<file path="config.mk">
export PLATFORM = sky130hd
export DESIGN_NAME = sprog_ctrl
export DESIGN_NICKNAME = d
export VERILOG_FILES = /design/src/rtl/sprog_pkg.sv /design/src/rtl/sprog_ctrl.sv /design/src/rtl/sprog_timer.sv
export VERILOG_INCLUDE_DIRS = /design/src /design/src/rtl
export SDC_FILE = /design/constraint.sdc
export NUM_CORES = 1
export LEC_CHECK = 0
export BUFFER_PORTS_ARGS = -buffer_cell sky130_fd_sc_hd__buf_2
export CAP_MARGIN = 20
export CORE_UTILIZATION = 38
export DETAILED_ROUTE_END_ITERATION = 6
export PLACE_DENSITY = 0.62
export SYNTH_ARGS = -nofsm -noshare
export SYNTH_HDL_FRONTEND = slang
export SYNTH_HIERARCHICAL = 1
export SYNTH_SLANG_ARGS = --single-unit
export TNS_END_PERCENT = 10
</file>
<file path="constraint.sdc">
create_clock -name clk -period 2.8 [get_ports clk]
set_input_delay 0.28 -clock clk [delete_from_list [all_inputs] [get_ports clk]]
set_output_delay 0.28 -clock clk [all_outputs]
set_load 0.1 [all_outputs]
</file>
<file path="src/rtl/sprog_defs.svh">
// Constants for the self-programming access controller.
// How it works
// RULE_01 - EEPROM write busy refuses flash programming commands
// RULE_02 - EEPROM write busy refuses fuse and lock readback
// RULE_03 - Software waits for EEPROM idle first
// RULE_04 - Pointer one plus armed load returns lock byte
// RULE_05 - Arm bits clear on completion or timeout
// RULE_06 - Disarmed load performs ordinary flash read
// RULE_07 - Pointer zero returns fuse low byte
// RULE_08 - Pointer three returns fuse high byte
// RULE_09 - Pointer two returns fuse extended byte
// RULE_10 - Programmed bits read zero, unprogrammed read one
// RULE_11 - Running flash write survives reset
// RULE_12 - Erase, write, lock write take 3.7-4.5ms
// RULE_13 - Software polls command enable clear first
// RULE_14 - Software writes command then store immediately
// RULE_15 - Software erase, re-enable, load, write, re-enable
// RULE_16 - Software rechecks section busy before returning
// RULE_17 - During erase/write fetch only from boot section
// RULE_18 - Section busy clears on re-enable or load
// RULE_19 - Each armed readback is one-shot
`ifndef SPROG_DEFS_SVH
`define SPROG_DEFS_SVH
`define SPROG_BIT_CMD_EN 0
`define SPROG_BIT_PAGE_ERASE 1
`define SPROG_BIT_PAGE_WRITE 2
`define SPROG_BIT_LOCK_SET 3
`define SPROG_BIT_RWW_RE 4
`define SPROG_BIT_RWW_BUSY 6
`define SPROG_BIT_INT_EN 7
`define SPROG_CTRL_RESET 8'h00
`define SPROG_ADDR_FUSE_LOW 16'h0000
`define SPROG_ADDR_LOCK 16'h0001
`define SPROG_ADDR_FUSE_EXT 16'h0002
`define SPROG_ADDR_FUSE_HIGH 16'h0003
`define SPROG_LOAD_WINDOW 3
`define SPROG_STORE_WINDOW 4
`define SPROG_CLK_MHZ 250
`define SPROG_WRITE_MIN_US 3700
`define SPROG_WRITE_MAX_US 4500
`define SPROG_WRITE_CYCLES ((`SPROG_WRITE_MIN_US * `SPROG_CLK_MHZ + `SPROG_WRITE_MAX_US * `SPROG_CLK_MHZ) / 2)
`endif

</file>
<file path="src/rtl/sprog_pkg.sv">
// Types shared by the self-programming access controller.
package sprog_pkg;
	typedef enum logic [1:0] {
		SPROG_OP_NONE,
		SPROG_OP_ERASE,
		SPROG_OP_WRITE,
		SPROG_OP_LOCK
	} sprog_op_e;
	typedef logic [7:0] sprog_byte_t;
endpackage

</file>
<file path="src/rtl/sprog_ctrl.sv">
// Self-programming control register, readback arming and write timing.
`timescale 1ns/10ps
`include "sprog_defs.svh"
module sprog_ctrl #(
	parameter int WRITE_CYCLES = `SPROG_WRITE_CYCLES,
	parameter int NO_READ_WHILE_WRITE_SECTION_START = 16'hf000
) (
	input wire logic clk, // Clock.
	input wire logic srst, // Synchronous reset, active high.
	input wire logic ctrl_wr, // Pulse: CPU writes the control register.
	input wire sprog_pkg::sprog_byte_t ctrl_wdata, // Value written.
	output sprog_pkg::sprog_byte_t ctrl_rdata, // Control register read value.
	input wire logic eeprom_write_busy, // EEPROM write in progress.
	input wire logic store_exec, // Pulse: store-program instruction.
	input wire logic program_memory_load, // Pulse: load instruction.
	input wire logic [15:0] addr_ptr, // Address pointer.
	input wire sprog_pkg::sprog_byte_t flash_rdata, // Ordinary flash byte.
	input wire sprog_pkg::sprog_byte_t lock_byte, // Lock bits, 0 = programmed.
	input wire sprog_pkg::sprog_byte_t fuse_low_byte, // Low fuse byte.
	input wire sprog_pkg::sprog_byte_t fuse_high_byte, // High fuse byte.
	input wire sprog_pkg::sprog_byte_t fuse_extended_byte, // Extended fuse byte.
	output sprog_pkg::sprog_byte_t load_rdata, // Destination value of a load.
	output logic load_valid, // Pulse: load_rdata is fresh.
	output logic load_was_fuse, // Last load was a fuse or lock readback.
	output logic flash_op_start, // Pulse: a programming operation starts.
	output sprog_pkg::sprog_op_e flash_op, // Operation that was started.
	output logic buffer_load, // Pulse: page buffer word load.
	input wire logic [15:0] fetch_addr, // Instruction fetch word address.
	output logic fetch_allowed // Fetch may proceed.
);
	import sprog_pkg::*;

	logic cmd_en_reg, lock_set_reg, erase_reg, write_reg, rww_re_reg, int_en_reg;
	logic rww_busy_reg;
	logic [2:0] age_reg;
	logic [2:0] age_next;
	logic op_busy;
	logic rww_op_reg;
	sprog_op_e op_reg;
	sprog_byte_t rdata_reg;
	logic valid_reg, fuse_reg;

	// Decode of software writes and the armed readback window.
	wire ctrl_wr_ok = ctrl_wr && !eeprom_write_busy && !op_busy; // RULE_01 RULE_02
	wire armed = cmd_en_reg && lock_set_reg && !op_busy;
	wire load_window = age_reg < 3'(`SPROG_LOAD_WINDOW);
	wire store_window = age_reg < 3'(`SPROG_STORE_WINDOW);
	wire fuse_read = armed && program_memory_load && load_window && !eeprom_write_busy; // RULE_02
	wire store_ok = cmd_en_reg && !op_busy && store_exec && store_window;
	wire do_erase = store_ok && erase_reg;
	wire do_write = store_ok && write_reg;
	wire do_lock = store_ok && lock_set_reg;
	wire do_load = store_ok && !erase_reg && !write_reg && !lock_set_reg && !rww_re_reg;
	wire do_rww_re = store_ok && rww_re_reg;
	wire timed_start = do_erase || do_write || do_lock;
	wire arm_expire = cmd_en_reg && !op_busy && !store_window; // RULE_05
	wire arm_done = fuse_read || (store_ok && !timed_start); // RULE_05 RULE_19
	wire rww_target = addr_ptr < 16'(NO_READ_WHILE_WRITE_SECTION_START);

	// Age of the armed command, counted from the register write.
	assign age_next = ctrl_wr_ok ? 3'h0 : (age_reg == 3'h7 ? age_reg : age_reg + 3'h1);

	// Readback multiplexer, bits pass one to one.
	wire [7:0] fuse_sel = (addr_ptr == `SPROG_ADDR_LOCK) ? lock_byte : // RULE_04
		(addr_ptr == `SPROG_ADDR_FUSE_HIGH) ? fuse_high_byte : // RULE_08
		(addr_ptr == `SPROG_ADDR_FUSE_EXT) ? fuse_extended_byte : // RULE_09
		fuse_low_byte; // RULE_07 RULE_10
	wire [7:0] load_next = fuse_read ? fuse_sel : flash_rdata; // RULE_06

	sprog_timer #(
		.CYCLES(WRITE_CYCLES)
	) u_timer (
		.clk(clk),
		.srst(srst),
		.start(timed_start),
		.busy(op_busy)
	);

	// Control bits: set by software; all but int_en_reg cleared by completion or timeout.
	always_ff @(posedge clk) begin
		if (srst) begin
			{int_en_reg, rww_re_reg, lock_set_reg, write_reg, erase_reg, cmd_en_reg} <= 6'h00;
		end else if (ctrl_wr_ok) begin
			int_en_reg <= ctrl_wdata[`SPROG_BIT_INT_EN];
			rww_re_reg <= ctrl_wdata[`SPROG_BIT_RWW_RE];
			lock_set_reg <= ctrl_wdata[`SPROG_BIT_LOCK_SET];
			write_reg <= ctrl_wdata[`SPROG_BIT_PAGE_WRITE];
			erase_reg <= ctrl_wdata[`SPROG_BIT_PAGE_ERASE];
			cmd_en_reg <= ctrl_wdata[`SPROG_BIT_CMD_EN];
		end else if (arm_done || arm_expire || (rww_op_reg && !op_busy && !timed_start)) begin
			{rww_re_reg, lock_set_reg, write_reg, erase_reg, cmd_en_reg} <= 5'h00; // RULE_05
		end
	end

	// Command age; reset loads 7.
	always_ff @(posedge clk) begin
		if (srst) begin
			age_reg <= 3'h7;
		end else begin
			age_reg <= age_next;
		end
	end

	// Running operation kind; a reset leaves it alone while the timed write finishes.
	always_ff @(posedge clk) begin
		if (srst && !op_busy) begin // RULE_11
			op_reg <= SPROG_OP_NONE;
			rww_op_reg <= 1'b0;
		end else if (timed_start) begin
			op_reg <= do_lock ? SPROG_OP_LOCK : (do_erase ? SPROG_OP_ERASE : SPROG_OP_WRITE);
			rww_op_reg <= 1'b1;
		end else if (!op_busy) begin
			rww_op_reg <= 1'b0;
		end
	end

	// Section busy flag: set by erase or write to the section, cleared on re-enable or load.
	always_ff @(posedge clk) begin
		if (srst) begin
			rww_busy_reg <= 1'b0;
		end else if ((do_erase || do_write) && rww_target) begin
			rww_busy_reg <= 1'b1;
		end else if (do_rww_re || do_load) begin
			rww_busy_reg <= 1'b0; // RULE_18
		end
	end

	// Load destination register.
	always_ff @(posedge clk) begin
		if (srst) begin
			rdata_reg <= 8'h00;
			valid_reg <= 1'b0;
			fuse_reg <= 1'b0;
		end else begin
			valid_reg <= program_memory_load;
			if (program_memory_load) begin
				rdata_reg <= load_next;
				fuse_reg <= fuse_read;
			end
		end
	end

	// Outputs.
	wire erase_or_write = op_busy && (op_reg == SPROG_OP_ERASE || op_reg == SPROG_OP_WRITE);
	assign fetch_allowed = !erase_or_write || fetch_addr >= 16'(NO_READ_WHILE_WRITE_SECTION_START); // RULE_17
	assign ctrl_rdata = {int_en_reg, rww_busy_reg, 1'b0, rww_re_reg, lock_set_reg, write_reg,
		erase_reg, cmd_en_reg | op_busy};
	assign load_rdata = rdata_reg;
	assign load_valid = valid_reg;
	assign load_was_fuse = fuse_reg;
	assign flash_op_start = timed_start;
	assign flash_op = op_reg;
	assign buffer_load = do_load;
endmodule

</file>
<file path="src/rtl/sprog_timer.sv">
// Down counter that times one flash write operation.
`timescale 1ns/10ps
module sprog_timer #(
	parameter int CYCLES = 1000000
) (
	input wire logic clk, // Clock.
	input wire logic srst, // Synchronous reset, active high.
	input wire logic start, // Pulse that begins a timed operation.
	output logic busy // High while the operation runs.
);
	logic [31:0] count_reg;
	logic [31:0] count_next;
	logic busy_next;

	// Load on start, count down to zero; reset does not abort a running write.
	assign count_next = start ? 32'(CYCLES) : (count_reg != 32'h0 ? count_reg - 32'h1 : 32'h0);
	assign busy_next = count_next != 32'h0;

	// A reset leaves a running count alone so the write completes.
	always_ff @(posedge clk) begin
		if (srst && !busy) begin // RULE_11
			count_reg <= 32'h0;
		end else begin
			count_reg <= count_next; // RULE_12
		end
	end

	always_ff @(posedge clk) begin
		if (srst && !busy) begin
			busy <= 1'b0;
		end else begin
			busy <= busy_next;
		end
	end
endmodule

</file>
==> results.yml <==
synthesis:
  ys_async_sr_fraction_pct: 0
  syn_area_per_cell_um2: 8.82
  syn_area_um2: 3300
  synth.most_common_cell: "dfxtp_1"
  synth_top_area_cell: "dfxtp_1"
  synth_cells: 374
  synth_ff_type: "dfxtp_1"
  seq_area_frac_synth_pct: 34.0
  ys_types: 65
  ys_ff_latch: 56
  ys.warnings.count: 6
  synth_common_cells: "dfxtp_1 (56), nor2_1 (46), a21oi_1 (26)"
  yosysTopAreaCellShare_pct: 34.0
  synth.area.top_cells: "dfxtp_1 (34%), xnor2_1 (5.3%), nor2_1 (5.2%)"
  syn_nets: 463
  synth_edf_count: 0
grt:
  gr-max-usage-layer: "met2"
  grt.overflow.total: 0
  use_met3_pct: 3.11
  grt_max_degree: 25
  grt_usage_pct: 17.9
  grt_pass1_vias: 2725
  grt.met2_usage_pct: 30.1
  grt_pass1_wl_mm: 12.9
  antenna_found_initial: 0
  globalRouteMet1Util_pct: 23.6
place:
  gp_congestion: 0.801
  hpwl_mm: 6.06
  pre_cts_ws_ns: 0.501
  portBuffers: 93
clock_tree:
  h-tree-depth: 2
  ctsHoldBuffers: 0
  cts.sinks: 56
  clock_latency_ns: 0.32
  cts_tree: "built"
  clkTransAtPathRegs_ns: 0.11
  cts_setup_buffers: 0
  cts.path.max_buffers: 2
  cts-root-buf: "clkbuf_8"
  cts.repair.resized: 0
  cts_buffers: 5
drt:
  ant_nets: 0
  routed_wl_mm: 8.16
  num_vias: 3071
  drt_iter0_drc: 148
  detail_route.vias_per_cell: 5.47
  dr.pass1.iters: 4
  route.detailed.drc: 0
  wl_per_cell_um: 14.5
min_path:
  min_path_type: "input pin to flop"
  hold_start: "ctrl_wdata[4]"
  hold_depth: 2
  hold_path_end: "rww_re_reg$_SDFFE_PP0P_"
cells_and_area:
  drive_gt1_share_pct: 30.7
  area_growth_syn_to_layout_pct: 18.0
  largest_register_ffs: 32
  diodes: 0
  nets: 544
floorplan:
  num_io_pins: 109
  die_h_um: 95.1
  die_area_um2: 9050
  coreArea_um2: 8300
  start_util_pct: 39.7
  die_w_um: 95.1
  row_count: 33
setup_path:
  r2r_setup_slack_ns: 0.45
  critPathMaxFanout: 9
  reg2reg_from: "u_timer/count_reg[17]$_SDFF_PP0_"
  r2r-end: "u_timer/busy$_SDFF_PP0_"
  critPathRequiredTime_ns: 2.99
  reg2reg_depth: 7
  worstPathArrival_ns: 2.54
  critPathKind: "flop to flop"
  cp-start-kind: "flop"
  crit_path_end_kind: "flop"
pwr:
  vdd_ir_drop_max_uv: 424
  p_per_area_nw_per_um2: 693
  p_leak_nw: 1.63
  power_mw: 2.70
timing:
  tns_ns: 0
  slew_headroom_pct: 66.5
  fin_crit_sh_pct: 84.1
  rsz0062_at_grt: "no"
  fin_worst_skew_ns: 0.0137
  fmax_ghz: 0.425
  post-route-min-period_ns: 2.35
  hold_viol: 0
  worst_pin_slew_ns: 0.498
  slew_viol_final: 0
  setup_violations: 0
  worst_slack_ns: 0.446
outcome:
  status: "complete, no violations"
flow_run:
  max_cap_violations: 0
worst max-delay path by stage:
stage	slack (ns)	endpoint	startpoint	cells past startpoint
6_report	0.45	u_timer/busy$_SDFF_PP0_	u_timer/count_reg[17]$_SDFF_PP0_	7
2_1_floorplan	0.18	u_timer/count_reg[29]$_SDFF_PP0_	u_timer/busy$_SDFF_PP0_	9
3_3_place_gp	0.54	u_timer/busy$_SDFF_PP0_	u_timer/count_reg[17]$_SDFF_PP0_	7
3_5_place_dp	0.50	u_timer/busy$_SDFF_PP0_	u_timer/count_reg[17]$_SDFF_PP0_	7
5_1_grt	0.37	u_timer/busy$_SDFF_PP0_	u_timer/count_reg[24]$_SDFF_PP0_	7
4_1_cts	0.47	u_timer/busy$_SDFF_PP0_	u_timer/count_reg[17]$_SDFF_PP0_	7
power by group:
part | switching [mW] | leakage (nW) | internal (mW)
Combinational | 0.558 | 1.12 | 0.445
Sequential | 0.248 | 0.463 | 0.983
Clock | 0.278 | 0.0487 | 0.183
metrics by stage:
stage	instance area [um^2]	hold slack (ns)	utilization, %	std cells
3_3_place_gp	3800	0.456	45.7	553
4_1_cts	3890	0.156	46.9	561
5_1_grt	3890	0.148	46.9	561
6_report	3890	0.164	46.9	561
2_1_floorplan	3300	0.402	-	374
3_5_place_dp	3800	0.465	45.7	553
cells by family (layout without fill, tap and decap cells):
family / after synthesis / in the layout / share of synthesized area [%]
compound gates: 89 / 89 / 19.2
flops: 56 / 56 / 34.0
fa+ha+maj: 3 / 3 / 1.14
xor+xnor: 29 / 29 / 7.70
simple gates: 152 / 152 / 28.8
mux: 11 / 11 / 3.34
buf+inv: 33 / 115 / 5.65
other cells: 1 / 1 / 0.114
layout make-up:
class	instances	area (um^2)
fillers	833	4410
multi-input cells	285	1990
flip-flops and latches	56	1120
repair buffers	102	533
well taps	105	131
clock buffers	5	68.8
clock inverters	3	26.3
inverters	5	18.8
critical path, stage by stage, from the launching register on:
cell	delay, ns
dfxtp_1	0.38
or3_1	0.41
or2_1	0.37
or3_1	0.45
xor2_1	0.20
nand4_1	0.15
o21ai_1	0.14
o211ai_1	0.12
placed cells by master (no fill, tap or decap), types with 3 or more instances in the layout:
cell,n
a31oi_1,11
xor2_1,9
nand3_1,5
ha_1,3
nor4_2,4
mux2i_1,11
buf_2,93
nor3_1,12
nand2_1,14
xnor2_1,20
nor3_2,5
nor3b_2,3
a21oi_1,26
clkbuf_8,5
nor2b_1,10
inv_1,5
a32o_1,4
o21ai_0,7
or2_1,3
nor2_1,46
a311o_1,8
nand2b_1,3
nor4_1,4
nand4_1,10
o22ai_1,8
or3_1,5
and2_1,3
buf_4,9
a2bb2oi_1,8
dfxtp_1,56
per-layer routing:
layer	vias to the layer above	wire length, um
li1	1528	-
met1	1442	3720
met2	92	3870
met3	9	457
met4	0	114
met5	-	0
No activity file was read; power rests on OpenSTA's default activity.
